## config.mk

```make
export PLATFORM = sky130hd
export DESIGN_NAME = dprr_device_flat
export DESIGN_NICKNAME = d
export VERILOG_FILES = /design/src/dprr_pkg.sv /design/src/dprr_if.sv /design/src/dprr_device.sv /design/src/dprr_burst_fmt.sv /design/src/flat_wrapper.sv
export SDC_FILE = /design/constraint.sdc
export NUM_CORES = 1
export LEC_CHECK = 0
export CAP_MARGIN = 20
export CORE_UTILIZATION = 65
export DETAILED_ROUTE_END_ITERATION = 12
export DONT_BUFFER_PORTS = 1
export HOLD_SLACK_MARGIN = 0.15
export PLACE_DENSITY = 0.89
export SYNTH_ARGS = -nofsm -noshare
export SYNTH_HDL_FRONTEND = slang
export SYNTH_HIERARCHICAL = 1
export SYNTH_SLANG_ARGS = --single-unit
```

## constraint.sdc

```tcl
create_clock -name clk -period 13.8 [get_ports clk]
set_clock_uncertainty 0.05 [all_clocks]
set_input_delay 1.38 -clock clk [delete_from_list [all_inputs] [get_ports clk]]
set_output_delay 1.38 -clock clk [all_outputs]
set_load 0.05 [all_outputs]
```

## src/dprr_pkg.sv

```systemverilog
// Shared constants and types for the pattern register readout link
package dprr_pkg;

  localparam int DQ_W   = 16;
  localparam int ADDR_W = 18;
  localparam int MR_CNT = 7;
  localparam int RL_MAX = 32;
  localparam int WAIT_W = 8;

  typedef enum logic [1:0] {
    DPRR_CMD_NOP,
    DPRR_CMD_MRS,
    DPRR_CMD_RD,
    DPRR_CMD_PREA
  } dprr_cmd_t;

  // Mode register three fields
  localparam int MR3_PAGE_LSB   = 0;
  localparam int MR3_ACCESS_BIT = 2;
  localparam int MR3_GEARDOWN   = 3;
  localparam int MR3_TEMP_EN    = 5;
  localparam int MR3_FMT_LSB    = 11;
  localparam logic [2:0] MR3_INDEX = 3'h3;

  // Mode register zero, one, four, five fields
  localparam int MR0_BL_LSB  = 0;
  localparam int MR0_CL_LSB  = 4;
  localparam int MR1_AL_LSB  = 3;
  localparam int MR4_PRE_BIT = 11;
  localparam int MR5_PL_LSB  = 0;
  localparam logic [1:0] BL_FIXED8 = 2'h0;
  localparam logic [1:0] BL_OTF    = 2'h1;
  localparam logic [1:0] BL_FIXED4 = 2'h2;

  // Read command address bits
  localparam int ADDR_ORDER_BIT = 2;
  localparam int ADDR_BC_BIT    = 12;

  localparam logic [1:0] FMT_SERIAL   = 2'h0;
  localparam logic [1:0] FMT_PARALLEL = 2'h1;
  localparam logic [1:0] FMT_STAGGER  = 2'h2;

  // Training pattern reset contents, location three down to zero
  localparam logic [31:0] PAGE0_RST = 32'h000f3355;

  localparam logic [5:0] CL_BASE = 6'h09;
  localparam logic [7:0] BEATS_BL8 = 8'h08;
  localparam logic [7:0] BEATS_BC4 = 8'h04;

  // Timing
  localparam int CLK_PERIOD_PS = 8000;
  localparam int T_RP_PS       = 13750;
  localparam logic [WAIT_W-1:0] T_RP_CYC =
    WAIT_W'((T_RP_PS + CLK_PERIOD_PS - 1) / CLK_PERIOD_PS);
  localparam logic [WAIT_W-1:0] T_MRD_NCK  = 8'h08;
  localparam logic [WAIT_W-1:0] T_MOD_NCK  = 8'h18;
  localparam logic [WAIT_W-1:0] T_MPRR_NCK = 8'h01;
  localparam logic [WAIT_W-1:0] T_CCD_S    = 8'h08;
  localparam logic [WAIT_W-1:0] T_CCD_L    = 8'h0a;
  localparam longint unsigned TEMP_AGE_MS = 64'd32;
  localparam int unsigned TEMP_UPDATE_CYC =
    int'(TEMP_AGE_MS * 64'd1000000000 / 64'(CLK_PERIOD_PS));
  localparam int TEMP_CNT_W = 22;

  typedef struct packed {
    logic       v;
    logic [1:0] page;
    logic [1:0] loc;
    logic [1:0] fmt;
    logic       order;
    logic       chop;
  } dprr_desc_t;

endpackage

```

## src/dprr_if.sv

```systemverilog
// Command and data pins between controller and pattern readout device
`timescale 1ns/1ps
interface dprr_if;
  logic                        cmdValid;
  dprr_pkg::dprr_cmd_t         cmd;
  logic [1:0]                  cmdBg;
  logic [1:0]                  cmdBa;
  logic [dprr_pkg::ADDR_W-1:0] cmdAddr;
  logic [dprr_pkg::DQ_W-1:0]   dq;
  logic                        dqOe;
  logic                        dqs;
  logic                        dqsOe;

  modport device (
    input  cmdValid,
    input  cmd,
    input  cmdBg,
    input  cmdBa,
    input  cmdAddr,
    output dq,
    output dqOe,
    output dqs,
    output dqsOe
  );

  modport ctrl (
    output cmdValid,
    output cmd,
    output cmdBg,
    output cmdBa,
    output cmdAddr,
    input  dq,
    input  dqOe,
    input  dqs,
    input  dqsOe
  );
endinterface

```

## src/dprr_device.sv

```systemverilog
// Device end: mode registers, pattern pages and read burst engine
// Overview of operation
// - Parity error log page only in pattern mode
// - Controller ignores page one location two bit one
// - Single die: location three low bits ignored
// - Location three low bits show parity latency
// - Temperature field codes refresh rate range
// - Temperature data never older than 32 ms
// - Readout disabled freezes temperature field
// - Strobes with preamble as normal reads
// - Page zero reads may use short spacing
// - Other pages need long read spacing
// - Lock loop, precharge all, wait before entry
// - Mode three bits 12:11 select format
// - Mode three low bits select page, wait
// - Bank address selects location
// - Only BL8 or BC4 reads, fixed or on-the-fly
// - On-the-fly setting: burst chop bit high
// - Address bit two sets burst order
// - Low column bits zero, others ignored
// - Burst starts after AL plus CL
// - Exit: wait, clear access bit, wait
// - Serial: same sequence on every lane
// - Parallel: bits across lanes, repeated
// - Staggered: lane n shows location n+k
`timescale 1ns/1ps
module dprr_device #(
  parameter int unsigned TEMP_UPDATE_CYC = dprr_pkg::TEMP_UPDATE_CYC
) (
  input  wire logic        clk,
  input  wire logic        nrst,
  dprr_if.device           link,
  input  wire logic [1:0]  tempRate,
  input  wire logic        errLogStrobe,
  input  wire logic [23:0] errLogWord,
  input  wire logic        crcErr,
  output logic             patternModeOn,
  output logic [1:0]       tempStatus
);
  logic [dprr_pkg::ADDR_W-1:0] modeReg_q [dprr_pkg::MR_CNT];
  logic [2:0]                  mrIdx;
  logic [dprr_pkg::ADDR_W-1:0] mr0, mr1, mr2, mr3, mr4, mr5, mr6;
  logic [23:0]                 errLog_q;
  logic                        caFlag_q, crcFlag_q;
  logic [1:0]                  tempS1_q, tempS2_q, tempS3_q;
  logic [1:0]                  tempStable_q, temp_q;
  logic [dprr_pkg::TEMP_CNT_W-1:0] tempCnt_q;
  dprr_pkg::dprr_desc_t        line_q [dprr_pkg::RL_MAX];
  dprr_pkg::dprr_desc_t        newDesc, tap;
  logic [5:0]                  cl, al, rl;
  logic                        pre2, preOn, rdHit;
  logic [31:0]                 page0W, page1W, page2W, tapBytes;
  logic [31:0]                 burstBytes_q, srcBytes;
  logic [1:0]                  burstLoc_q, burstFmt_q, srcLoc, srcFmt;
  logic                        burstChop_q, busy_q;
  logic [2:0]                  beatIdx_q, ui_q, srcUi;
  logic                        lastBeat, dataNext;
  logic [dprr_pkg::DQ_W-1:0]   fmtBits, dq_q;
  logic                        dqOe_q, dqs_q, dqsOe_q;

  assign mrIdx = {link.cmdBg[0], link.cmdBa};
  assign mr0 = modeReg_q[0];
  assign mr1 = modeReg_q[1];
  assign mr2 = modeReg_q[2];
  assign mr3 = modeReg_q[3];
  assign mr4 = modeReg_q[4];
  assign mr5 = modeReg_q[5];
  assign mr6 = modeReg_q[6];

  // Mode register writes; everything returns to zero on re-initialization
  always_ff @(posedge clk) begin
    if (!nrst) begin
      for (int m = 0; m < dprr_pkg::MR_CNT; m++) begin
        modeReg_q[m] <= '0;
      end
    end else if (link.cmdValid && link.cmd == dprr_pkg::DPRR_CMD_MRS &&
                 mrIdx < 3'(dprr_pkg::MR_CNT)) begin
      modeReg_q[mrIdx] <= link.cmdAddr;
    end
  end

  // Error log capture; flags are sticky until re-initialization
  always_ff @(posedge clk) begin
    if (!nrst) begin
      errLog_q  <= '0;
      caFlag_q  <= 1'b0;
      crcFlag_q <= 1'b0;
    end else begin
      if (errLogStrobe) begin
        errLog_q <= errLogWord;
        caFlag_q <= 1'b1;
      end
      if (crcErr) begin
        crcFlag_q <= 1'b1;
      end
    end
  end

  // Sensor code comes from another domain: three stages, accepted on agree
  always_ff @(posedge clk) begin
    if (!nrst) begin
      tempS1_q     <= '0;
      tempS2_q     <= '0;
      tempS3_q     <= '0;
      tempStable_q <= '0;
    end else begin
      tempS1_q <= tempRate;
      tempS2_q <= tempS1_q;
      tempS3_q <= tempS2_q;
      if (tempS2_q == tempS3_q) begin
        tempStable_q <= tempS3_q;
      end
    end
  end

  // Sample at once on enable, then once per age period
  always_ff @(posedge clk) begin
    if (!nrst) begin
      tempCnt_q <= '0;
      temp_q    <= '0;
    end else if (mr3[dprr_pkg::MR3_TEMP_EN]) begin
      if (tempCnt_q == '0) begin
        temp_q    <= tempStable_q;
        tempCnt_q <= dprr_pkg::TEMP_CNT_W'(TEMP_UPDATE_CYC - 1);
      end else begin
        tempCnt_q <= tempCnt_q - 1'b1;
      end
    end else begin
      tempCnt_q <= '0;
    end
  end

  // Page contents, location three in the top byte
  always_comb begin
    page0W = dprr_pkg::PAGE0_RST;
    page1W = {crcFlag_q, caFlag_q, 3'h0,
              mr5[dprr_pkg::MR5_PL_LSB +: 3],
              errLog_q};
    page2W = {mr1[10:8], mr5[8:6], mr1[2:1],
              mr0[6:4], mr0[2], 1'b0, mr2[5:3],
              mr6[6:0], mr3[dprr_pkg::MR3_GEARDOWN],
              3'h0, temp_q, mr2[12], mr2[10:9]};
  end

  // Read latency is additive plus CAS latency
  always_comb begin
    cl = dprr_pkg::CL_BASE + {3'h0, mr0[dprr_pkg::MR0_CL_LSB +: 3]};
    case (mr1[dprr_pkg::MR1_AL_LSB +: 2])
      2'h1:    al = cl - 6'h01;
      2'h2:    al = cl - 6'h02;
      default: al = 6'h00;
    endcase
    rl   = al + cl;
    pre2 = mr4[dprr_pkg::MR4_PRE_BIT];
  end

  // Reads are taken only while the pattern access bit is set
  always_comb begin
    rdHit = link.cmdValid && link.cmd == dprr_pkg::DPRR_CMD_RD &&
            mr3[dprr_pkg::MR3_ACCESS_BIT];
    newDesc.v     = rdHit;
    newDesc.page  = mr3[dprr_pkg::MR3_PAGE_LSB +: 2];
    newDesc.loc   = link.cmdBa;
    newDesc.fmt   = mr3[dprr_pkg::MR3_FMT_LSB +: 2];
    newDesc.order = link.cmdAddr[dprr_pkg::ADDR_ORDER_BIT];
    newDesc.chop  = mr0[1:0] == dprr_pkg::BL_FIXED4 ||
                    (mr0[1:0] == dprr_pkg::BL_OTF &&
                     !link.cmdAddr[dprr_pkg::ADDR_BC_BIT]);
  end

  // Latency line: entry k is seen k+1 cycles after the command
  always_ff @(posedge clk) begin
    if (!nrst) begin
      line_q[0] <= '0;
    end else begin
      line_q[0] <= newDesc;
    end
  end

  for (genvar k = 1; k < dprr_pkg::RL_MAX; k++) begin : g_line
    always_ff @(posedge clk) begin
      if (!nrst) begin
        line_q[k] <= '0;
      end else begin
        line_q[k] <= line_q[k-1];
      end
    end
  end

  // Taps land the first beat on the pins exactly RL cycles after the read
  always_comb begin
    tap   = line_q[5'(rl - 6'h02)];
    preOn = line_q[5'(rl - 6'h03)].v ||
            (pre2 && line_q[5'(rl - 6'h04)].v);
    case (tap.page)
      2'h0:    tapBytes = page0W;
      2'h1:    tapBytes = page1W;
      2'h2:    tapBytes = page2W;
      default: tapBytes = '0;
    endcase
  end

  always_comb begin
    lastBeat = beatIdx_q == 3'h7;
    if (tap.v) begin
      srcBytes = tapBytes;
      srcLoc   = tap.loc;
      srcFmt   = tap.fmt;
      srcUi    = {tap.order, 2'h0};
      dataNext = 1'b1;
    end else begin
      srcBytes = burstBytes_q;
      srcLoc   = burstLoc_q;
      srcFmt   = burstFmt_q;
      srcUi    = ui_q + 3'h1;
      // Chopped bursts leave the last four beats undriven
      dataNext = busy_q && !lastBeat &&
                 !(burstChop_q && beatIdx_q >= 3'h3);
    end
  end

  dprr_burst_fmt u_fmt (
    .locBytes (srcBytes),
    .loc      (srcLoc),
    .fmt      (srcFmt),
    .ui       (srcUi),
    .laneBits (fmtBits)
  );

  // A new burst may start on the beat after the last one, so no gap
  always_ff @(posedge clk) begin
    if (!nrst) begin
      busy_q       <= 1'b0;
      beatIdx_q    <= '0;
      ui_q         <= '0;
      burstBytes_q <= '0;
      burstLoc_q   <= '0;
      burstFmt_q   <= '0;
      burstChop_q  <= 1'b0;
    end else if (tap.v) begin
      busy_q       <= 1'b1;
      beatIdx_q    <= '0;
      ui_q         <= srcUi;
      burstBytes_q <= tapBytes;
      burstLoc_q   <= tap.loc;
      burstFmt_q   <= tap.fmt;
      burstChop_q  <= tap.chop;
    end else if (busy_q) begin
      busy_q    <= !lastBeat;
      beatIdx_q <= beatIdx_q + 3'h1;
      ui_q      <= srcUi;
    end
  end

  // Strobe toggles with data; preamble holds it low ahead of the burst
  always_ff @(posedge clk) begin
    if (!nrst) begin
      dq_q    <= '0;
      dqOe_q  <= 1'b0;
      dqs_q   <= 1'b0;
      dqsOe_q <= 1'b0;
    end else begin
      dq_q    <= dataNext ? fmtBits : '0;
      dqOe_q  <= dataNext;
      // Beat counter names the beat now out, so the next one is even if odd
      dqs_q   <= dataNext && (tap.v || beatIdx_q[0]);
      dqsOe_q <= dataNext || preOn;
    end
  end

  assign link.dq       = dq_q;
  assign link.dqOe     = dqOe_q;
  assign link.dqs      = dqs_q;
  assign link.dqsOe    = dqsOe_q;
  assign patternModeOn = modeReg_q[3][dprr_pkg::MR3_ACCESS_BIT];
  assign tempStatus    = temp_q;
endmodule

```

## src/dprr_burst_fmt.sv

```systemverilog
// Lane mapping of one burst beat for serial, parallel and staggered layout
`timescale 1ns/1ps
module dprr_burst_fmt (
  input  wire logic [31:0]               locBytes,
  input  wire logic [1:0]                loc,
  input  wire logic [1:0]                fmt,
  input  wire logic [2:0]                ui,
  output logic      [dprr_pkg::DQ_W-1:0] laneBits
);
  // UI k carries byte bit 7-k, which is ~k on three bits
  for (genvar i = 0; i < dprr_pkg::DQ_W; i++) begin : g_lane
    localparam logic [2:0] PAR_BIT = 3'(7 - (i % 8));
    localparam logic [1:0] STG_OFS = 2'(i % 4);
    logic [1:0] stagLoc;
    assign stagLoc = loc + STG_OFS;
    always_comb begin
      if (fmt == dprr_pkg::FMT_PARALLEL) begin
        laneBits[i] = locBytes[{loc, PAR_BIT}];
      end else if (fmt == dprr_pkg::FMT_STAGGER) begin
        laneBits[i] = locBytes[{stagLoc, ~ui}];
      end else begin
        laneBits[i] = locBytes[{loc, ~ui}];
      end
    end
  end
endmodule

```

## src/flat_wrapper.sv

```systemverilog
// flat-port wrapper written by rule: the top's interface ports become plain ports
module dprr_device_flat 
#(
  parameter int unsigned TEMP_UPDATE_CYC = dprr_pkg::TEMP_UPDATE_CYC
)
  (clk, nrst, tempRate, errLogStrobe, errLogWord, crcErr, patternModeOn, tempStatus, link_cmdValid, link_cmd, link_cmdBg, link_cmdBa, link_cmdAddr, link_dq, link_dqOe, link_dqs, link_dqsOe);
  dprr_if link_i ();
  input  wire logic clk;
  input  wire logic nrst;
  input  wire logic [1:0] tempRate;
  input  wire logic errLogStrobe;
  input  wire logic [23:0] errLogWord;
  input  wire logic crcErr;
  output logic patternModeOn;
  output logic [1:0] tempStatus;
  input wire logic [$bits(link_i.cmdValid)-1:0] link_cmdValid;
  input wire logic [$bits(link_i.cmd)-1:0] link_cmd;
  input wire logic [$bits(link_i.cmdBg)-1:0] link_cmdBg;
  input wire logic [$bits(link_i.cmdBa)-1:0] link_cmdBa;
  input wire logic [$bits(link_i.cmdAddr)-1:0] link_cmdAddr;
  output wire logic [$bits(link_i.dq)-1:0] link_dq;
  output wire logic [$bits(link_i.dqOe)-1:0] link_dqOe;
  output wire logic [$bits(link_i.dqs)-1:0] link_dqs;
  output wire logic [$bits(link_i.dqsOe)-1:0] link_dqsOe;
  assign link_i.cmdValid = link_cmdValid;
  assign link_i.cmd = link_cmd;
  assign link_i.cmdBg = link_cmdBg;
  assign link_i.cmdBa = link_cmdBa;
  assign link_i.cmdAddr = link_cmdAddr;
  assign link_dq = link_i.dq;
  assign link_dqOe = link_i.dqOe;
  assign link_dqs = link_i.dqs;
  assign link_dqsOe = link_i.dqsOe;
  dprr_device #(.TEMP_UPDATE_CYC(TEMP_UPDATE_CYC)) u_core (.clk(clk), .nrst(nrst), .link(link_i), .tempRate(tempRate), .errLogStrobe(errLogStrobe), .errLogWord(errLogWord), .crcErr(crcErr), .patternModeOn(patternModeOn), .tempStatus(tempStatus));
endmodule
```

# After elaboration in Yosys (flattened, before gate mapping)
# Memories as Yosys holds them, arrays and structs flattened.
# Index checks and enable logic that the tools add are counted.
# W data, S select, Z words.
dict set report totals {
  out_inout_bits 22
  ram_bits 414
  input_bits 55
  ff_bits 121
  n_memories 2
}
dict set report op_classes {
  muxes 87
  bitwise_logic 35
  reduce_logical 26
  add_sub_neg 13
  n_lt_le_gt_ge 14
  eq_ne 12
}
# name words width read_ports rd_clocked_by_memory_dff wr line
set mem_list {}
lappend mem_list {u_core.line_q 32 9 34 0 32 dprr_device.sv:48} ;# dprr_pkg::dprr_desc_t line_q [dprr_pkg::RL_MAX];
lappend mem_list {u_core.modeReg_q 7 18 7 0 7 dprr_device.sv:40} ;# logic [dprr_pkg::ADDR_W-1:0] modeReg_q [dprr_pkg::MR_CNT];
# operator count
set ops {}
lappend ops {{$mux W9} 32}
lappend ops {{$pmux W32 S3} 1}
lappend ops {{$lt A5 B6 Y1 const B} 12}
lappend ops {{$mux W1} 32}
lappend ops {{$mux W32} 1}
lappend ops {{$or A1 B1 Y1} 32}
lappend ops {{$logic_not A22 Y1} 1}
lappend ops {{$mux W22} 1}
lappend ops {{$sub A22 B1 Y22 const B} 1}
lappend ops {{$bmux W1 S5} 4}
lappend ops {{$mux W18} 1}
lappend ops {{$reduce_or A18 Y1} 1}
lappend ops {{$bmux W1 S2} 8}
lappend ops {{$sub A5 B2 Y5 const B} 3}
lappend ops {{$mux W3} 4}
lappend ops {{$eq A2 B1 Y1 const B} 5}
lappend ops {{$eq A2 B2 Y1 const B} 5}
lappend ops {{$logic_and A1 B1 Y1} 10}
lappend ops {{$pmux W5 S2} 1}
lappend ops {{$add A3 B1 Y3 const B} 2}
lappend ops {{$reduce_and A2 Y1} 3}
lappend ops {{$add A4 B3 Y5 const A} 1}
lappend ops {{$add A5 B5 Y5} 1}
lappend ops {{$sub A5 B1 Y5 const B} 1}
lappend ops {{other kinds (16)} 24}

# Longest topological paths before layout
# Gate-level depths: netlist (run 1).
# An unclocked memory read counts as a cell.
dict set report logic_depth {
  word_depth 14
  mapped_depth 30
  ltp_nobuf 24
}

# Cells and area by module
# The synthesis (run 1) kept the hierarchy.
# mod area_each_um2 cells_per_inst seq_area_each_um2 instances
set modules_own_cells {}
lappend modules_own_cells {dprr_device 17907.2 1582 9318.9 1}
lappend modules_own_cells {dprr_burst_fmt 793.3 65 0.0 1}

# Worst setup path before layout (run 1)
# Ideal clock, no wire load.
dict set report synth_timing {
  path_type {flip-flop to flip-flop}
  start {memory u_core/modeReg_q[0][5] in the netlist's numbering}
  end {register u_core.dq_q, in the netlist u_core/link.dq[11]}
  path_buffers 7
  slack_ns 7.241
  arrival_ns 6.395
  required_ns 13.635
  path_stages_with_launch 29
  path_cell_list {edfxtp_1 ha_1 ha_1 xor2_1 a22oi_1 nor2_1 ha_1 or3_1 and2_1 inv_2 ha_1 buf_2 buf_1 clkbuf_1 mux4_2 mux2i_1 mux2i_1 mux2_1 buf_2 clkbuf_1 nor2_1 buf_6 mux4_1 mux2i_1 mux4_2 a21boi_4 nor3_2 buf_4 and2_1}
}
# element line
set synth_lines {}
lappend synth_lines {{start: declaration} dprr_device.sv:40}
lappend synth_lines {{end signal: assignment} dprr_device.sv:263} ;# dq_q <= dataNext ? fmtBits : '0;
lappend synth_lines {{end: declaration} dprr_device.sv:58} ;# logic [dprr_pkg::DQ_W-1:0] fmtBits, dq_q;

==> run summary, run 1 <==
The path class of the lowest-slack min-delay path is flip-flop to flip-flop. The weighted congestion reported at the end of routability-driven placement is 0.8655. The overall routing resource usage came out at 26.38%. The leakage component of the power is 0.007981 uW. Summed over all failing endpoints, the final setup total negative slack is 0 ns. The detailed-routed wire length on met3 came out at 2.625 mm. Measured against its own limit, the worst slew margin works out to 24.72%.

The die extent in x came out at 171.6 um. Detailed placement finished with a half-perimeter wire length of 23.52 mm. The number of failing hold endpoints at the final stage is 0.

The areal power density over the cells is 147.8 mW/mm^2. The number of remaining DRC errors is 0. The number of synthesized register bits came out at 449. After synthesis, the largest family of logic cells by area is simple AND/OR/NAND/NOR gates. The starting density of the core came out at 66.76%. The flow ran to the end, and the final reports show no timing, DRC or antenna violations. The tree is rooted in a clkbuf_16.

Hold is met by 0.3852 ns. The post-detailed-route via-to-cell ratio came out at 6.034. The share of power burned in registers came out at 45.7%. The count of distinct cell types in the synthesized netlist is 69. The top cell type by area accounts for 44.53% of the synthesized area. The residual overflow from global routing came out at 0. The number of global-route vias before repair is 11,940. The final worst-path cycle share is 60.42%. The post-cts repair resize count is 0. Summing over every cut layer, the via total after detailed routing is 12,040. After detailed routing, no signal wire sits above met4. By count the netlist is led by dfxtp_1 (416), and2_1 (338), mux2i_1 (92), mux4_2 (91), nor2_1 (83).

In this run the core area contains 61 standard-cell rows. The number of nets produced by synthesis came out at 1,719. Setup repair after global routing left no endpoint under its margin. The most instantiated flip-flop cell in the synthesis netlist is dfxtp_1. The number of setup violations in the final report came out at 0.

In this run the deepest clock path goes through 3 buffers. The wire length after detailed routing is 38.04 mm. The worst setup path is captured at a flip-flop. For the pin with the worst max-slew slack, the measured transition is 1.120 ns. The first global-routing pass estimated 61.26 mm of wire.

The growth of design area from synthesis to finish came out at 8.123%. The combinational share of power is 13.1%. Yosys instantiated no cell more often than dfxtp_1. The simple-gate portion of the synthesized area is 19.90%. The number of iterations in the first detailed-routing pass came out at 5. Along the worst path, the maximum fanout reaches 55. After floorplanning, the core was sized to cover 0.02801 mm^2. The area share of xor/xnor cells in the synthesized design is 1.813%. The count of maximum capacitance violations is 0. The die covers 0.02945 mm^2.

The initial antenna violation count came out at 2. The pin count of the biggest net entering global routing came out at 393. The share of synthesized registers carrying an async set or reset came out at 0%. The complex-gate fraction of the synthesized area is 5.861%. From bottom edge to top edge, the die measures 171.6 um.

The internal power contribution is 2241 uW. Post-CTS timing repair inserted 0 buffers for setup. The clock network fraction of design power came out at 41.1%. After synthesis, the cell types taking the most area are dfxtp_1 (45%), and2_1 (11%), mux4_2 (11%), edfxtp_1 (5.3%), mux2i_1 (4.9%). After the last flow step, the layout net total stands at 1,657.

The count of fill cells added during filler insertion came out at 1,826. Data arrives at the worst endpoint at 8.73 ns. The switching portion of total power came out at 25.04%. Static timing analysis puts the maximum clock frequency at 119.9 MHz. Each instance of the synthesized netlist takes up on average 11.35 um^2. Of the synthesized area, sequential elements account for 49.83%.

The Yosys warning count is 6. The data required time at the worst endpoint is 14.19 ns. The total net switching power is 748.3 uW. The maximum resistive drop on vdd came out at 116.0 uV.

The worst setup path is of the flip-flop to flip-flop kind. The number of clock sinks came out at 449. The met1 layer wirelength in the final routing is 16.05 mm. The number of top-level pins came out at 77. In the final layout, the share of cells above drive strength 1 is 12.18%. The CTS tree is done.

The largest total area in the synthesized netlist belongs to dfxtp_1. The number of nets with antenna violations after routing is 0. In this run the number of H-tree levels came out at 2. The clock latency on the worst-skew pair came out at 0.55 ns. The violation count after the first detailed-routing iteration is 1,178.

Dividing the detail-routed wire length by the instance count gives 19.06 um. Summing the areas of all fa, ha and maj instances in the mapped netlist gives 1.137% of the synthesized area. After synthesis the cells add up to 0.01870 mm^2. The post-synthesis cell count is 1,647. The clock transition at the registers of the reported paths is 0.06 ns. The number of buffers added on ports came out at 0. The final count of pins violating max slew came out at 0. The multiplexer fraction of the synthesized cell area came out at 17.89%.

After detailed routing, the met2 layer carries 18.24 mm of wire. The time the worst path needs with I/O delays and setup is 8.337 ns. Counting the buffers created by CTS gives 43. After clock tree synthesis, the flow added hold-fix buffers numbering 0. The count of flip-flops with a built-in enable after synthesis came out at 33. STA classifies the critical path startpoint as a flip-flop.
[layout by cell type, fill, tap and decap left out, types with 6 or more instances in the layout]
cell type	synthesis	routed
nor2b_1	43	43
and3_1	18	18
a221o_1	8	8
nand2_1	66	66
nand2b_1	20	20
a211oi_1	6	6
a21boi_1	17	17
inv_1	22	22
a221oi_1	17	17
o221ai_1	12	12
clkbuf_8	0	11
or3_1	6	6
clkbuf_16	0	46
nor3_2	6	6
mux2_2	8	8
nor3_1	19	19
o21ai_0	17	17
xnor2_1	21	21
xor2_1	8	8
nand3_1	16	16
edfxtp_1	33	33
nor2_1	83	83
dfxtp_1	416	416
ha_1	17	16
buf_4	11	10
mux4_1	10	10
clkbuf_1	70	6
nor3b_1	18	18
o21ai_1	12	12
a21oi_1	19	19
a31oi_1	7	7
mux4_2	91	91
clkinv_2	0	9
and2_1	338	338
mux2i_1	92	91
[cell type report]
cell class | instances | area (um^2) | share of cell area [%]
diodes | 1 | 2.502 | 0.01238
clock buffers | 63 | 1325 | 6.553
clock inverters | 14 | 185.2 | 0.9158
inverters | 25 | 98.84 | 0.4889
multi-input cells | 1056 | 8741 | 43.23
flip-flops and latches | 449 | 9319 | 46.09
well taps | 378 | 473.0 | 2.339
repair buffers | 10 | 75.07 | 0.3713
[worst max-delay path: stages (launching register included)]
cell      delay (ns)
edfxtp_1        0.56
ha_1            0.36
ha_1            0.39
xor2_1          0.19
a22oi_1         0.18
nor2_1          0.06
ha_1            0.37
or3_1           0.42
and2_1          0.22
inv_2           0.13
ha_1            0.34
nor3_1          0.12
a221oi_1        0.63
nand3_1         0.76
mux2i_1         0.33
mux2_1          0.35
buf_4           0.32
nor2_1          0.69
mux4_1          0.65
mux2i_1         0.30
mux4_2          0.31
a21boi_4        0.24
nor3_2          0.08
and2_1          0.14
[power groups by stage]
stage	Combinational (uW)	Sequential [uW]	Clock, uW
finish	392	1370	1230
global route	419	1370	1300
CTS	389	1370	1250
detailed placement	384	1390	0
global placement	373	1390	0
floorplan	320	1390	0
[worst paths after layout]
| kind | startpoint | cells after the start | slack [ns] | end |
|---|---|---|---|---|
| min reg2reg | u_core/tempS1_q[1] | 1 | 0.39 | u_core/tempS2_q[1] |
| min | u_core/tempS1_q[1] | 1 | 0.39 | u_core/tempS2_q[1] |
| max reg2reg | u_core/modeReg_q[0][4] | 23 | 5.46 | u_core/link.dq[1] |
| max | u_core/modeReg_q[0][4] | 23 | 5.46 | u_core/link.dq[1] |
[per-stage QoR]
| stage | util (%) | instance area (um^2) | total power [uW] | setup slack, ns | std cells |
|---|---|---|---|---|---|
| after floorplan | - | 18700 | 1707 | 7.241 | 1647 |
| after global placement | 66.78 | 18710 | 1766 | 5.863 | 1918 |
| after detailed placement | 66.78 | 18710 | 1779 | 5.678 | 1918 |
| after CTS | 72.18 | 20220 | 3004 | 5.557 | 1995 |
| after global routing | 72.18 | 20220 | 3093 | 5.031 | 1996 |
| final | 72.18 | 20220 | 2989 | 5.463 | 1996 |
[state kept, by name (all words and copies together), names as in the netlist, 2 cells and up]
signal and flops:
u_core/modeReg_q 40, u_core/tempS3_q 2, u_core/burstLoc_q 2, u_core/tempStatus 2
u_core/tempS2_q 2, u_core/line_q 288, u_core/tempCnt_q 22, u_core/link.dq 16
u_core/beatIdx_q 3, u_core/ui_q 3, u_core/burstFmt_q 2, u_core/burstBytes_q 32
u_core/errLog_q 24, u_core/tempStable_q 2, u_core/tempS1_q 2
[cell families (layout without fill, tap and decap cells)]
group                    after synthesis  after routing
adder cells (fa/ha/maj)               17             17
XOR/XNOR                              33             33
multiplexers                         203            203
buffers and inverters                142            112
other                                  0              1
AO/OA/AOI/OAI                        151            151
AND/OR/NAND/NOR                      652            652
flip-flops                           449            449
[per-layer routing]
metal	global-route usage, %	vias to the layer above
li1	-	5608
met1	35.44	5905
met2	42.65	444
met3	4.924	87
met4	9.472	0
met5	0	-
Power figures use the tool's default switching activity.
==> run 2, diff against run 1 <==
--- a/config.mk
+++ b/config.mk
@@ -5,12 +5,13 @@
 export SDC_FILE = /design/constraint.sdc
 export NUM_CORES = 1
 export LEC_CHECK = 0
+export ABC_AREA = 1
 export CAP_MARGIN = 20
-export CORE_UTILIZATION = 65
+export CORE_UTILIZATION = 57
 export DETAILED_ROUTE_END_ITERATION = 12
 export DONT_BUFFER_PORTS = 1
 export HOLD_SLACK_MARGIN = 0.15
-export PLACE_DENSITY = 0.89
+export PLACE_DENSITY = 0.83
 export SYNTH_ARGS = -nofsm -noshare
 export SYNTH_HDL_FRONTEND = slang
 export SYNTH_HIERARCHICAL = 1
==> constraint.sdc (replaced) <==
create_clock -name clk -period 7 [get_ports clk]
set_clock_uncertainty 0.05 [all_clocks]
set_input_delay 0.7 -clock clk [delete_from_list [all_inputs] [get_ports clk]]
set_output_delay 0.7 -clock clk [all_outputs]
set_load 0.05 [all_outputs]
==> run summary, run 2 <==
The die extent in x is 187.1 um. Among all stages on the critical path, the largest delay is contributed by edfxtp_1. The Yosys warning count came out at 6. The residual overflow from global routing came out at 0.

Entering global routing, the biggest net connects 334 pins. In this run the number of H-tree levels came out at 2. The run finished with clean final reports.

Setup repair after global routing left no endpoint under its margin. The synthesized netlist occupies a cell area of 0.01952 mm^2. The number of core rows came out at 67.

For this run, the post-layout net count is 2,756. The HPWL after detailed placement came out at 27.39 mm. The clock latency on the worst-skew pair is 0.54 ns. The critical-path maximum fanout is 25. The clock tree root buffer cell is clkbuf_16.

The count of inserted antenna diode cells is 0. By count the netlist is led by nand2_1 (769), inv_1 (480), dfxtp_1 (416), nor2_1 (282), o21ai_0 (183). The die is 187.1 um tall. For this run, design rule violations remaining after detail routing come to 0. For this configuration, the core starts out at a cell density of 58.08%. The arrival time of the worst setup path is 6.80 ns. For the pin with the worst max-slew slack, the measured transition is 0.9360 ns. The number of failing hold endpoints at the final stage is 0. The most numerous cell type found on the critical path is nand2_1. The overall routing resource usage came out at 24.83%.

The worst-case IR drop observed on VDD is 268.7 uV. More flip-flops sit in one register than any other, and that register is u_core/line_q. The post-cts repair resize count came out at 0. The worst hold margin is 0.2199 ns.

The CTS tree is done. The number of top-level pins came out at 77. The headroom to the max-slew limit is 37.60%. The final setup slack of the worst path is 0.5975 ns. The areal power density over the cells came out at 374.0 mW/mm^2.

The violation count after the first detailed-routing iteration is 1,578. The count of flip-flops with a built-in enable after synthesis is 33. The tool flagged a number of max-cap violations equal to 0. The post-synthesis cell count came out at 2,762.

In this run the critical register-to-register path is launched from u_core/modeReg_q[0][4]. The most common cell after layout, fill and taps aside is nand2_1. The register-to-register path setup slack came out at 0.60 ns. In this run the critical register-to-register path is captured at u_core/link.dq[2]. For hold timing, the worst endpoint is u_core/tempS1_q[0]. The first TritonRoute pass finished after 6 iterations. The leakage component of the power came out at 0.01121 uW. The number of flip-flops under the largest register name is 288. The synthesized area divided by synthesized cell count is 7.069 um^2.

Using the TritonRoute via totals, the vias-per-cell ratio works out to 5.209. The number of nets with antenna violations after routing is 0. The core box area is 0.03362 mm^2. The maximum frequency from static timing analysis is 156.2 MHz. Input and output buffers added on the ports amount to 0.

The startpoint identified for the worst hold timing path is tempRate[0]. Subtracting the final worst setup slack from the clock period gives 6.403 ns. For this run, the leading register cell type out of synthesis is dfxtp_1.

Of all cell types, the one taking the most synthesized area is dfxtp_1. After clock tree synthesis, the clock-pin slew on the worst setup and hold paths is 0.06 ns. In the synthesized netlist the async set-or-reset flop fraction comes to 0%.

After synthesis, the cell types taking the most area are dfxtp_1 (43%), nand2_1 (15%), inv_1 (9.2%), nor2_1 (5.4%), edfxtp_1 (5.1%). The critical path class is flip-flop to flip-flop. Across the whole layout, storage elements account for 0.009319 mm^2. The kind of capture point of the worst setup path is a flip-flop. The number of synthesized register bits came out at 449. The total CTS buffers came out at 46.

The critical path starts at u_core/modeReg_q[0][4]. The number of cells traversed by the worst register-to-register path is 37. The number of buffers inserted by hold repair at cts is 0. The count of fill cells added during filler insertion came out at 2,823.

The highest cell delay on the worst timing path is 0.59 ns. The ratio of cells with drive above 1 in the final layout is 5.329%. The final count of pins violating max slew came out at 0.

At the placement stage, the worst setup path has a slack of 0.8255 ns. The initial antenna violation count came out at 0. For the final routed database, the setup TNS stands at 0 ns. The tree built by TritonCTS fans out to 449 sinks.

The path class of the lowest-slack min-delay path is input port to flip-flop. Routability-driven placement finished with a final weighted congestion of 0.8456. In the final layout, the registers with the most flip-flops are u_core/line_q (288), u_core/modeReg_q (40), u_core/burstBytes_q (32). The sequential-to-total area share from yosys stat is 47.73%.

The proportion of netlist area held by the largest area contributor is 42.66%. The number of global-route vias before repair is 15,490. The count of distinct cell types in the synthesized netlist is 45. The detailed-route via count is 16,510. The worst setup path is launched from a flip-flop.

The first global-routing pass estimated 72.97 mm of wire. The number of buffers inserted by post-CTS setup repair came out at 0. The number of buffers between clock root and the deepest sink came out at 3.

The number of setup violations in the final report is 0. The area growth from synthesis to layout is 8.178%. The number of nets produced by synthesis is 2,834. In the layout the commonest cells are nand2_1 (769), inv_1 (479), dfxtp_1 (416), nor2_1 (282), o21ai_0 (183). The average wire length per cell after detail routing is 13.78 um. The die footprint came out at 0.03500 mm^2. In the finished design, the share of the clock period the worst path needs comes to 91.46%. Among all cell types in the netlist, the one instantiated most often is nand2_1. Wires add up to 43.67 mm. The cell depth of the worst hold path is 2. The data required time at the worst endpoint is 7.40 ns. Summing all multi-input logic gate instances after layout gives 0.007634 mm^2.
run 2: layer usage:
layer / track usage, % / routed length, um / vias to the layer above
met5: 0 / 0 / -
met4: 9.079 / 1320 / 0
met3: 3.452 / 2790 / 93
met2: 41.39 / 20260 / 512
met1: 32.82 / 19290 / 7617
li1: - / - / 8286
run 2: worst max-delay path, delay by kind of cell, from the launching register on:
kind,cells,cell delay (ns)
flip-flops,1,0.59
AND/OR/NAND/NOR,24,3.48
buffers and inverters,6,0.40
AO/OA/AOI/OAI,3,0.50
adder cells (fa/ha/maj),4,1.24
run 2: logic make-up (layout without fill, tap and decap cells):
kind of cell    count (synthesis)  in the layout  share of synthesized area [%]
xor+xnor                       15             15                         0.6729
simple gates                 1247           1247                          26.15
buf+inv                       633            592                          13.18
fa+ha+maj                      17             17                          1.089
compound gates                401            401                          11.18
flops                         449            449                          47.73
run 2: power by group:
| group | switching [uW] | leakage, uW | internal, uW |
|---|---|---|---|
| combinational | 1650 | 0.00675 | 718 |
| sequential | 189 | 0.00369 | 2760 |
| clock | 992 | 0.000768 | 1580 |
run 2: how the worst max path moves through the flow:
stage                     depth (start not counted)            endpoint
after floorplan                                  36  u_core/link.dq[15]
after global placement                           37  u_core/link.dq[10]
after detailed placement                         37   u_core/link.dq[2]
after CTS                                        37   u_core/link.dq[2]
after global routing                             37  u_core/link.dq[10]
final                                            37   u_core/link.dq[2]
run 2: layout make-up:
type / count / area share [%]
Sequential cell: 449 / 44.12
Multi-Input combinational cell: 1680 / 36.14
Inverter: 491 / 8.738
Clock buffer: 62 / 6.072
Tap cell: 448 / 2.654
Clock inverter: 23 / 1.582
Timing Repair Buffer: 16 / 0.6872
run 2: stage by stage:
step,cell area [um^2],util [%],total power (uW),std cells
4_1_cts,21120,62.83,7893,3169
3_5_place_dp,19500,58.02,5302,3084
6_report,21120,62.83,7899,3169
5_1_grt,21120,62.83,8341,3169
3_3_place_gp,19500,58.02,5241,3084
2_1_floorplan,19520,-,4953,2762
